`config.mk`:
```
export PLATFORM = sky130hd
export DESIGN_NAME = spcs_page_stack
export DESIGN_NICKNAME = d
export VERILOG_FILES = /design/src/rtl/spcs_entry.v /design/src/rtl/spcs_page_stack.v
export VERILOG_INCLUDE_DIRS = /design/src /design/src/rtl
export SDC_FILE = /design/constraint.sdc
export NUM_CORES = 1
export LEC_CHECK = 0
export ABC_CLOCK_PERIOD_IN_PS = 3700
export BUFFER_PORTS_ARGS = -buffer_cell sky130_fd_sc_hd__clkbuf_2
export CAP_MARGIN = 40
export CORE_UTILIZATION = 50
export CTS_CLUSTER_DIAMETER = 40
export DETAILED_ROUTE_END_ITERATION = 6
export PLACE_DENSITY_LB_ADDON = 0.05
export SYNTH_ARGS = -nofsm -noshare
export SYNTH_HDL_FRONTEND = slang
export SYNTH_HIERARCHICAL = 1
export SYNTH_SLANG_ARGS = --single-unit
```
`constraint.sdc`:
```
create_clock -name clock -period 3.7 [get_ports clock]
set_input_delay 0.185 -clock clock [delete_from_list [all_inputs] [get_ports clock]]
set_output_delay 0.185 -clock clock [all_outputs]
set_load 0.005 [all_outputs]
```
`src/rtl/spcs_defines.vh`:
```
// constants for the page context stack block
// assumes inclusion by bare name from rtl files
`ifndef SPCS_DEFINES_VH
`define SPCS_DEFINES_VH

`define SPCS_ADDR_MID    8'h85
`define SPCS_ADDR_BOT    8'ha7
`define SPCS_ADDR_CTRL   8'h84
`define SPCS_CTRL_PAGE   8'h0f
`define SPCS_RST_ENTRY   8'h00
`define SPCS_RST_AUTOEN  1'b1
`define SPCS_AUTOEN_BIT  0

`endif

```
`src/rtl/spcs_entry.v`:
```
// one byte entry of the page stack with shift and direct write
// assumes load strobes from logic on the same clock; priority done outside
module spcs_entry #(
  parameter W = 8
) (
  input  wire         clock,
  input  wire         arst_n,
  input  wire         load,
  input  wire [W-1:0] load_val,
  output reg  [W-1:0] q_ff
);

  always @(posedge clock or negedge arst_n)
  begin
    if (!arst_n)
      q_ff <= {W{1'b0}};
    else if (load)
      q_ff <= load_val;
  end

endmodule

```
`src/rtl/spcs_page_stack.v`:
```
// three-entry page context stack with direct register access
// assumes core gives one-cycle int_entry and return_from_interrupt_instruction pulses on this clock
`include "spcs_defines.vh"

module spcs_page_stack (
  input  wire       clock,
  input  wire       arst_n,
  input  wire       int_entry,
  input  wire [7:0] int_page,
  input  wire       return_from_interrupt_instruction,
  input  wire [7:0] reg_addr,
  input  wire       reg_wr,
  input  wire       reg_rd,
  input  wire [7:0] reg_wdata,
  output reg  [7:0] reg_rdata_ff,
  output reg  [7:0] active_page_select_ff,
  output reg        auto_paging_enable_ff,
  output reg  [7:0] page_stack_middle_entry_ff,
  output reg  [7:0] page_stack_bottom_entry_ff
);

  // operation that moves the stack bytes this cycle
  localparam [1:0] OP_NONE = 2'b00;
  localparam [1:0] OP_PUSH = 2'b01;
  localparam [1:0] OP_POP  = 2'b10;
  localparam [1:0] OP_REG  = 2'b11;

  wire [7:0] mid_q;
  wire [7:0] bot_q;
  wire       push;
  wire       pop;
  wire       ctl_page;
  wire       hit_mid;
  wire       hit_bot;
  wire       hit_ctl;
  wire       wr_mid;
  wire       wr_bot;
  wire       wr_ctl;
  reg  [1:0] op;
  reg  [7:0] nxt_top;
  reg  [7:0] nxt_mid;
  reg  [7:0] nxt_bot;
  reg  [7:0] nxt_rdata;
  reg        nxt_auto_en;
  reg        mid_ld;
  reg        bot_ld;

  // address match, gated by a page condition where one applies
  function addr_hit;
    input [7:0] addr;
    input [7:0] target;
    input       page_ok;
    begin
      addr_hit = (addr == target) && page_ok;
    end
  endfunction

  assign push     = int_entry & auto_paging_enable_ff;
  // push wins, so a same-cycle return is lost
  assign pop      = return_from_interrupt_instruction & auto_paging_enable_ff & ~push;
  assign ctl_page = (active_page_select_ff == `SPCS_CTRL_PAGE);

  // entry decode is page-independent, control decode needs page 0x0f
  // 0xa7 is the bottom entry on every page, so the active page
  // has no software path through this bus
  assign hit_mid = addr_hit(reg_addr, `SPCS_ADDR_MID, 1'b1);
  assign hit_bot = addr_hit(reg_addr, `SPCS_ADDR_BOT, 1'b1);
  assign hit_ctl = addr_hit(reg_addr, `SPCS_ADDR_CTRL, ctl_page);
  assign wr_mid  = reg_wr & hit_mid;
  assign wr_bot  = reg_wr & hit_bot;
  assign wr_ctl  = reg_wr & hit_ctl;

  // one operation per cycle, stack motion before writes
  always @*
  begin
    op = OP_NONE;
    if (push)
      op = OP_PUSH;
    else if (pop)
      op = OP_POP;
    else if (wr_mid | wr_bot)
      op = OP_REG;
  end

  // top entry: only interrupt entry and return move it
  always @*
  begin
    nxt_top = active_page_select_ff;
    case (op)
      OP_PUSH:
        nxt_top = int_page;
      OP_POP:
        nxt_top = mid_q;
      default:
        nxt_top = active_page_select_ff;
    endcase
  end

  // middle entry
  always @*
  begin
    nxt_mid = mid_q;
    mid_ld  = 1'b0;
    case (op)
      OP_PUSH:
      begin
        nxt_mid = active_page_select_ff;
        mid_ld  = 1'b1;
      end
      OP_POP:
      begin
        nxt_mid = bot_q;
        mid_ld  = 1'b1;
      end
      OP_REG:
      begin
        if (wr_mid)
        begin
          nxt_mid = reg_wdata;
          mid_ld  = 1'b1;
        end
      end
      default:
      begin
        nxt_mid = mid_q;
        mid_ld  = 1'b0;
      end
    endcase
  end

  // bottom entry
  always @*
  begin
    nxt_bot = bot_q;
    bot_ld  = 1'b0;
    case (op)
      OP_PUSH:
      begin
        // middle moves down, the old bottom byte is lost
        nxt_bot = mid_q;
        bot_ld  = 1'b1;
      end
      OP_REG:
      begin
        if (wr_bot)
        begin
          nxt_bot = reg_wdata;
          bot_ld  = 1'b1;
        end
      end
      default:
      begin
        // a pop keeps the bottom byte, so two pops repeat it
        nxt_bot = bot_q;
        bot_ld  = 1'b0;
      end
    endcase
  end

  always @*
  begin
    nxt_rdata = 8'h00;
    if (hit_mid)
      nxt_rdata = mid_q;
    else if (hit_bot)
      nxt_rdata = bot_q;
    else if (hit_ctl)
      nxt_rdata = {7'h00, auto_paging_enable_ff};
  end

  // enable written only on the control page
  always @*
  begin
    nxt_auto_en = auto_paging_enable_ff;
    if (wr_ctl)
      nxt_auto_en = reg_wdata[`SPCS_AUTOEN_BIT];
  end

  spcs_entry #(.W(8)) u_mid (
    .clock    (clock),
    .arst_n   (arst_n),
    .load     (mid_ld),
    .load_val (nxt_mid),
    .q_ff     (mid_q)
  );

  spcs_entry #(.W(8)) u_bot (
    .clock    (clock),
    .arst_n   (arst_n),
    .load     (bot_ld),
    .load_val (nxt_bot),
    .q_ff     (bot_q)
  );

  always @(posedge clock or negedge arst_n)
  begin
    if (!arst_n)
    begin
      active_page_select_ff      <= `SPCS_RST_ENTRY;
      page_stack_middle_entry_ff <= `SPCS_RST_ENTRY;
      page_stack_bottom_entry_ff <= `SPCS_RST_ENTRY;
    end
    else
    begin
      active_page_select_ff      <= nxt_top;
      page_stack_middle_entry_ff <= nxt_mid;
      page_stack_bottom_entry_ff <= nxt_bot;
    end
  end

  always @(posedge clock or negedge arst_n)
  begin
    if (!arst_n)
      auto_paging_enable_ff <= `SPCS_RST_AUTOEN;
    else
      auto_paging_enable_ff <= nxt_auto_en;
  end

  // read data holds between reads
  always @(posedge clock or negedge arst_n)
  begin
    if (!arst_n)
      reg_rdata_ff <= 8'h00;
    else if (reg_rd)
      reg_rdata_ff <= nxt_rdata;
  end

endmodule

```
# --- Word level (Yosys, flattened, before mapping) ---
# Index checks and enable logic that the tools add are counted.
# Widths: inputs -> output; s select.
word_totals:
  ff_bits: 49
  in_bits: 30
classes:
  n_eq_ne: 7
  mux: 15
  n_bitwise: 8
  n_reduce_logical: 3
op_table:
  columns: ["op", "n"]
  rows:
  - ["$mux 8", 4]
  - ["$pmux 8 s2", 2]
  - ["$eq 8x8->1 const B", 3]
  - ["$pmux 8 s3", 1]
  - ["$eq 8x4->1 const B", 1]
  - ["$and 1x1->1", 6]
  - ["$mux 2", 3]
  - ["$eq 2x2->1 const B", 2]
  - ["$pmux 1 s2", 2]
  - ["$mux 1", 3]
  - ["$eq 2x1->1 const B", 1]
  - ["$reduce_bool 2->1", 1]
  - ["$reduce_or 2->1", 1]
  - ["$logic_and 1x1->1", 1]
  - ["$not 1->1", 1]
  - ["$or 1x1->1", 1]

# --- Depth between registers and ports, before layout ---
# Gate-level depths: netlist of run 1.
logic_depth:
  ltp_word: 9
  depth_mapped: 8
  ltp_nobuf: 5

# --- Hierarchy ---
# The synthesis of run 1 kept the hierarchy.
modules_own_cells:
  columns: ["module", "n_inst", "cells_per_inst", "area_per_inst_um2", "seq_area_each_um2"]
  rows:
  - ["spcs_page_stack", 1, 155, 1699.1, 827.0]
  - ["spcs_entry", 2, 17, 331.6, 200.2]

# --- Worst setup path before layout of run 1 ---
# Ideal clock, no wire load.
synth_path:
  kind: "flip-flop to flip-flop"
  start: "reg auto_paging_enable_ff"
  end: "reg u_bot.q_ff[0]"
  setup_ns: 0.125
  arrival_ns: 1.820
  t_required_ns: 3.575
  path_slack_ns: 1.754
  path_stages_with_launch: 7
  path_buffers: 2
  path_cell_list: "dfstp_2 > clkbuf_1 > a21oi_1 > a22oi_1 > inv_1 > buf_6 > mux2_4"
synth_via:
  elab_chain_len: 7
  word_cells_on_any_way: 10
  cone_classes: "2 x eq/ne; 4 x mux; 4 x bitwise"
synth_lines:
  columns: ["item", "line", "rtl"]
  rows:
  - ["start: declaration", "spcs_page_stack.v:17", "output reg auto_paging_enable_ff,"]
  - ["start signal: assignment", "spcs_page_stack.v:214", "auto_paging_enable_ff <= `SPCS_RST_AUTOEN;"]
  - ["start signal: assignment", "spcs_page_stack.v:216", "auto_paging_enable_ff <= nxt_auto_en;"]
  - ["$and 1x1->1", "spcs_page_stack.v:58", "assign push = int_entry & auto_paging_enable_ff;"]
  - ["$not 1->1", "spcs_page_stack.v:60", "assign pop = return_from_interrupt_instruction & auto_paging_enable_ff & ~push;"]
  - ["$and 1x1->1", "spcs_page_stack.v:60", null]
  - ["$mux 2", "spcs_page_stack.v:79", "else if (pop)"]
  - ["$mux 2 (*)", "spcs_page_stack.v:77", "if (push)"]
  - ["$eq 2x2->1 or $eq 2x1->1 (tied branches)", "spcs_page_stack.v:136", "case (op)"]
  - ["$pmux 1 s2 (*)", "spcs_page_stack.v:136", null]
  - ["named net bot_ld", "spcs_page_stack.v:46", "reg bot_ld;"]
  - ["end signal: assignment", "spcs_entry.v:16", "q_ff <= {W{1'b0}};"]
  - ["end signal: assignment", "spcs_entry.v:18", "q_ff <= load_val;"]
  - ["end: declaration", "spcs_entry.v:10", "output reg [W-1:0] q_ff"]
# The timed path passes the listed nets; every way through them passes the cells marked *.
# A chain may end at the register's enable or synchronous reset.

# --- Worst setup path in the final report of run 1 ---
layout_path:
  start: "reg auto_paging_enable_ff"
  end: "reg u_bot.q_ff[3]"
# Same word-level chain as after synthesis.

==> results by group, run 1 <==
STA
  • Final Cycle Share: between 70% and 80%
  • Rel. slew slack: 33.1%
  • Final-report hold violation count: 0
  • Unrepaired setup endpoints after global routing: false
  • Pins Over Slew Limit: 0
  • Fin Setup TNS: 0 ps
  • Worst-Margin Slew: around 1000 ps
  • Setup Viol. Count Final: 0
  • Max Clk Rate: 344 MHz
  • Clock Skew: about 4 ps
  • Fin crit period: roughly 2900 ps

Finish
  • Final core occ: between 60% and 70%
  • Nets: between 200 and 300
  • # fillers: around 370
  • Finished Layout Cells: around 300
  • Area of the multi-input gates: 1050 µm²
  • Share of cells above drive strength 1: approximately 40%
  • N_diodes: 0
  • Sequential cell area: approximately 1200 µm²
  • Synth-to-layout area growth: 18.7%

Synthesis
  • Top post-synthesis cells by area: dfrtp_1, mux2_4, a221o_1, a22o_1, a22oi_1
  • Area leader, netlist: dfrtp_1
  • Post-synthesis sequential area ratio: between 50% and 60%
  • Synth Cell Area: 2360 µm²
  • Yosys top cell area share: 50.8%
  • Yosys reg bits: between 40 and 50
  • YS warnings: 6
  • Mapped Nets: about 220
  • Mapped Cells: 189
  • Syn Area/Cell: roughly 12 µm²
  • Synth cell types: 30

Detailed routing
  • Drt pass-1 iters: 6
  • Final wirelength: 5900 µm
  • 1st-iter DRT viols: roughly 170
  • Drt drc: 8
  • WL/cell: around 20 µm
  • Via count: ~1900
  • Vias/cell: around 6.2
  • Routed Antenna Nets: 0

Hold path
  • Worst hold path depth: 2
  • Min-delay worst type: primary input to register

Setup path
  • Worst Setup End Kind: register
  • R2r setup slk: slightly below 800 ps
  • Req. time, crit path: 3890 ps
  • R2r startpoint: auto_paging_enable_ff$_DFFE_PN1P_
  • CP Class: register to register
  • CP max FO: 31
  • Crit Reg-Reg Endpoint: u_bot/q_ff[3]$_DFFE_PN0P_
  • Setup crit end: u_bot/q_ff[3]$_DFFE_PN0P_
  • FF-to-FF path depth: 4
  • CP arrival: 3090 ps
  • Worst setup path startpoint: auto_paging_enable_ff$_DFFE_PN1P_
  • Crit path launch type: register

Placement
  • Number of instances in the placed design: a little under 300
  • Hpwl dp: roughly 4000 µm
  • Placer congestion estimate: 0.791
  • Port buffer count: 62

Die
  • Area of the core: between 4000 and 5000 µm²
  • Ports: 63
  • DIE WIDTH: 70.7 µm
  • Initial Util: 53.2%
  • FP Rows: 24
  • Die Y: approximately 70 µm
  • Die ar.: ~5000 µm²

Clocking
  • CTS root buf: clkbuf_8
  • Worst skew pair latency: about 300 ps
  • Clock sinks: 49
  • CTS Buf Count: 5
  • Clock-pin slew on the worst setup and hold paths: approximately 80 ps
  • PostCTS Resize Cnt: 0
  • Post-CTS setup buffer count: 0
  • CTS tree: built
  • CTS Buffer Depth: 2
  • Hold-fix buffers, CTS: 1
  • H-tree depth: 2

Global routing
  • Initial antenna violation count: 0
  • GRT Total Usage: about a quarter
  • First-pass GRT wire length: between 9000 and 10000 µm
  • Largest net degree at the start of global routing: 50
  • Vias in the first global route: between 1500 and 2000
  • GR Overflow Total: 0

Flow run
  • Max_cap viols: 0

Power and ir drop
  • LEAKAGE: 0.00140 µW
  • Pwr dens: between 300 and 400 nW/µm²
  • Max VDD drop: approximately 0.00022 V

Run status
  • Failing checks: DRC
  • Status: finished with violations
[flip-flops by register name, summed over array words and instances (netlist names)]
name / flops
page_stack_middle_entry_ff: 8
reg_rdata_ff: 8
u_mid/q_ff: 8
u_bot/q_ff: 8
auto_paging_enable_ff: 1
page_stack_bottom_entry_ff: 8
active_page_select_ff: 8
[metrics by stage]
| step | hold WS, ps | setup slack, ps | area (µm²) | power [µW] |
|---|---|---|---|---|
| finish | 168 | 793 | 2800 | 1010 |
| CTS | 161 | 842 | 2800 | 1020 |
| global placement | 311 | 930 | 2680 | 625 |
| floorplan | -111 | 1750 | 2360 | 585 |
| global route | 161 | 733 | 2800 | 1050 |
| detailed placement | 320 | 858 | 2680 | 628 |
[report_power, final]
part	internal, µW	total [µW]	switching [µW]
Combinational	29.7	70.3	40.6
Clock	220	393	173
Sequential	542	547	4.97
Total	793	1010	218
[layout by cell type (no fill, tap or decap), drive strengths merged, types with 2 or more instances in the layout]
cell    synthesis  final
nor2b          11     11
and3           14     14
dfrtp          48     48
a221o          16     16
buf             6      2
a22oi          16     16
inv             2      2
mux2           17     17
nor2            9      9
nand4b          2      2
clkbuf          9     69
a22o           16     16
a21oi           9      9
[area by class of cell]
type	instances	area share, %
flip-flops and latches	49	43.8
clock buffers	7	3.08
clock inverters	1	1.07
well taps	52	2.32
inverters	2	0.268
multi-input cells	123	37.5
repair buffers	65	12.0
[cells in the mapped netlist (all sizes together)]
cell type and count:
nand2b 1, nor3b 1, and4bb 1, nand2 1, nand4b 2, dfrtp 48, a22oi 16, nor2 9
a31oi 1, mux2 17, o21ai 1, and3 14, nor4 1, inv 2, or4 1, o2bb2ai 1
nand3 1, nor2b 11, clkbuf 9, a221o 16, and4 1, dfstp 1, o211ai 1, a22o 16
a21oi 9, o21a 1, buf 6
[cell families after synthesis]
kind of cell,after synthesis,share of synthesized area (%)
AND/OR/NAND/NOR,44,12.6
multiplexers,17,10.8
buffers and inverters,17,3.50
AO/OA/AOI/OAI,62,21.2
flip-flops,49,52.0
[routing by layer]
layer / global-route usage [%] / wire (µm) / share of wire (%) / up-vias
met5: 0 / 0 / 0 / -
met4: 7.78 / 101 / 1.7 / 0
met3: 4.42 / 317 / 5.4 / 10
met2: 41.0 / 2880 / 49 / 79
met1: 33.4 / 2600 / 44 / 924
li1: - / - / - / 848
[how the worst min path moves through the flow]
stage,start,to,slack (ps)
6_report,reg_wdata[0],auto_paging_enable_ff$_DFFE_PN1P_,170
5_1_grt,reg_wdata[5],page_stack_bottom_entry_ff[5]$_DFF_PN0_,160
4_1_cts,reg_wdata[0],auto_paging_enable_ff$_DFFE_PN1P_,160
3_5_place_dp,arst_n,page_stack_bottom_entry_ff[4]$_DFF_PN0_,320
3_3_place_gp,arst_n,page_stack_middle_entry_ff[4]$_DFF_PN0_,310
2_1_floorplan,arst_n,active_page_select_ff[0]$_DFFE_PN0P_,-110
[critical path: stages (launching register included)]
cell and delay [ps]:
dfstp_2 850, a21oi_1 140, a22oi_1 790, inv_1 580, mux2_4 440
Power figures use the tool's default switching activity.
==> inputs of run 2 (changes only) <==
--- a/config.mk
+++ b/config.mk
@@ -6,10 +6,11 @@
 export SDC_FILE = /design/constraint.sdc
 export NUM_CORES = 1
 export LEC_CHECK = 0
-export ABC_CLOCK_PERIOD_IN_PS = 3700
+export ABC_AREA = 1
+export ABC_CLOCK_PERIOD_IN_PS = 2400
 export BUFFER_PORTS_ARGS = -buffer_cell sky130_fd_sc_hd__clkbuf_2
 export CAP_MARGIN = 40
-export CORE_UTILIZATION = 50
+export CORE_UTILIZATION = 48
 export CTS_CLUSTER_DIAMETER = 40
 export DETAILED_ROUTE_END_ITERATION = 6
 export PLACE_DENSITY_LB_ADDON = 0.05
==> constraint.sdc (replaced) <==
create_clock -name clock -period 2.4 [get_ports clock]
set_input_delay 0.12 -clock clock [delete_from_list [all_inputs] [get_ports clock]]
set_output_delay 0.12 -clock clock [all_outputs]
set_load 0.005 [all_outputs]
==> results by group, run 2 <==
Finish
  • Synth-to-layout area growth: 17.5%
  • Share of cells above drive strength 1: 22.9%
  • # fillers: 504
  • Commonest non-fill, non-tap cell in the layout: nand2_1
  • Nets: approximately 440
  • Finished Layout Cells: 477
  • N_diodes: 0
  • Most frequent cells in the layout: nand2_1, clkbuf_2, dfrtp_1

Synthesis
  • Yosys reg bits: 49
  • Top post-synthesis cells by area: dfrtp_1, nand2_1, nand3_1, nand4_1, o21ai_0
  • EDFF count, synth: 0
  • FFs w/ async S/R, synth: between 90% and 100%
  • Most common cell in the netlist: nand2_1
  • Area leader, netlist: dfrtp_1
  • Mapped Cells: 344
  • Post-synthesis sequential area ratio: a little under half
  • Synth cell count leaders: nand2_1, dfrtp_1, nand3_1
  • Synth Flop Type: dfrtp_1
  • Yosys top cell area share: 45.6%
  • Mapped Nets: 374
  • Syn Area/Cell: about 7.7 µm²
  • Synth Cell Area: approximately 2600 µm²
  • Synth cell types: 26
  • YS warnings: 6

STA
  • Final Cycle Share: 79.5%
  • Worst-Margin Slew: 577 ps
  • Pins Over Slew Limit: 0
  • Fin Setup TNS: 0 ps
  • Clock Skew: between 10 and 15 ps
  • Fin crit period: 1910 ps
  • Unrepaired setup endpoints after global routing: false
  • Final-report hold violation count: 0
  • Setup Viol. Count Final: 0
  • Rel. slew slack: 61.4%
  • Max Clk Rate: 524 MHz

Power and ir drop
  • Total power draw: approximately 1400 µW
  • Pwr dens: 455 nW/µm²
  • LEAKAGE: approximately 0.0016 µW
  • Max VDD drop: 0.000367 V

Clocking
  • H-tree depth: 2
  • CTS Buf Count: 5
  • PostCTS Resize Cnt: 0
  • Hold-fix buffers, CTS: 1
  • Clock sinks: 49
  • Post-CTS setup buffer count: 0
  • CTS tree: built
  • CTS root buf: clkbuf_8
  • CTS Buffer Depth: 2
  • Clock-pin slew on the worst setup and hold paths: ~90 ps
  • Worst skew pair latency: 290 ps

Detailed routing
  • WL/cell: ~14 µm
  • Drt pass-1 iters: 4
  • Drt drc: 0
  • Vias/cell: just over 5
  • 1st-iter DRT viols: 213
  • Via count: roughly 2400
  • Final wirelength: 6580 µm
  • Routed Antenna Nets: 0

Setup path
  • FF-to-FF path depth: 8
  • CP max FO: 16
  • R2r startpoint: auto_paging_enable_ff$_DFFE_PN1P_
  • R2r setup slk: roughly 490 ps
  • CP arrival: around 2100 ps
  • CP Class: register to register
  • Req. time, crit path: 2630 ps
  • Crit path launch type: register
  • Crit Reg-Reg Endpoint: u_mid/q_ff[6]$_DFFE_PN0P_
  • Worst setup path startpoint: auto_paging_enable_ff$_DFFE_PN1P_
  • Worst Setup End Kind: register

Global routing
  • GRT Total Usage: between 20% and 30%
  • First-pass GRT wire length: approximately 11000 µm
  • Initial antenna violation count: 0
  • GR Util met2: about 37%
  • Routing usage on met1: 34.0%
  • Vias in the first global route: 2190
  • Met3 Use GR: between 2 and 3%
  • GR Overflow Total: 0
  • Largest net degree at the start of global routing: 30
  • Top Usage Layer GRT: met2

Placement
  • Port buffer count: 62
  • Hpwl dp: 4950 µm
  • Placer congestion estimate: 0.839
  • Number of instances in the placed design: roughly 470

Die
  • Area of the core: approximately 5200 µm²
  • Die Y: 76.1 µm
  • Ports: 63
  • Die ar.: 5790 µm²
  • FP Rows: 26
  • DIE WIDTH: ~76 µm
  • Initial Util: around half

Run status
  • Status: complete, no violations

Flow run
  • Max_cap viols: 0

Hold path
  • Hold path start: reg_wdata[0]
  • Worst hold path depth: 3
  • Min-delay worst type: primary input to register
  • Hold endpoint: auto_paging_enable_ff$_DFFE_PN1P_
==> run 2: per-stage QoR <==
stage	cell area [µm²]	setup slack (ps)	hold WS, ps	utilization (%)
final	3100	492	78.5	59.5
after global routing	3100	343	108	59.5
after CTS	3100	511	78.8	59.5
after detailed placement	3000	534	123	57.6
after global placement	3000	595	124	57.6
after floorplan	2630	844	-176	-
==> run 2: metal layers <==
layer / share of wire, % / vias up / wire (µm)
li1: - / 1255 / -
met5: 0 / - / 0
met1: 47 / 1101 / 3080
met2: 48 / 76 / 3150
met3: 4.4 / 4 / 291
met4: 0.87 / 0 / 57
==> run 2: worst max-delay path by stage <==
| stage | to | slack [ps] | depth (start not counted) |
|---|---|---|---|
| after CTS | u_mid/q_ff[2]$_DFFE_PN0P_ | 510 | 8 |
| final | u_mid/q_ff[6]$_DFFE_PN0P_ | 490 | 8 |
| after global placement | u_mid/q_ff[1]$_DFFE_PN0P_ | 600 | 8 |
| after floorplan | u_mid/q_ff[1]$_DFFE_PN0P_ | 840 | 9 |
| after global routing | u_mid/q_ff[2]$_DFFE_PN0P_ | 340 | 8 |
| after detailed placement | u_mid/q_ff[2]$_DFFE_PN0P_ | 530 | 8 |
==> run 2: worst max-delay path: stages (launching register included) <==
cell and delay, ps:
dfstp_2 390, nand2_1 320, nand2_1 120, buf_4 210, a21oi_4 380, nand2_1 140, nand4_1 140, nand2_1 70
nand2_1 70
==> run 2: cell families after synthesis <==
family	after synthesis	share of synthesized area, %
AOI/OAI and AO/OA	38	8.17
DFF	49	46.6
and+or+nand+nor	214	37.4
buffers and inverters	43	7.79
==> run 2: power breakdown <==
part           switching (µW)  internal [µW]  total [µW]
sequential               4.06            833         837
combinational            61.2           39.6         101
clock                     243            229         471
total                     308           1100        1410
==> run 2: final cells by class <==
cell class	count	area, µm²	share of cell area (%)
flip-flops and latches	49	1230	39.7
multi-input cells	252	1200	38.8
repair buffers	73	395	12.8
inverters	26	97.6	3.15
well taps	70	87.6	2.83
clock buffers	7	86.3	2.79
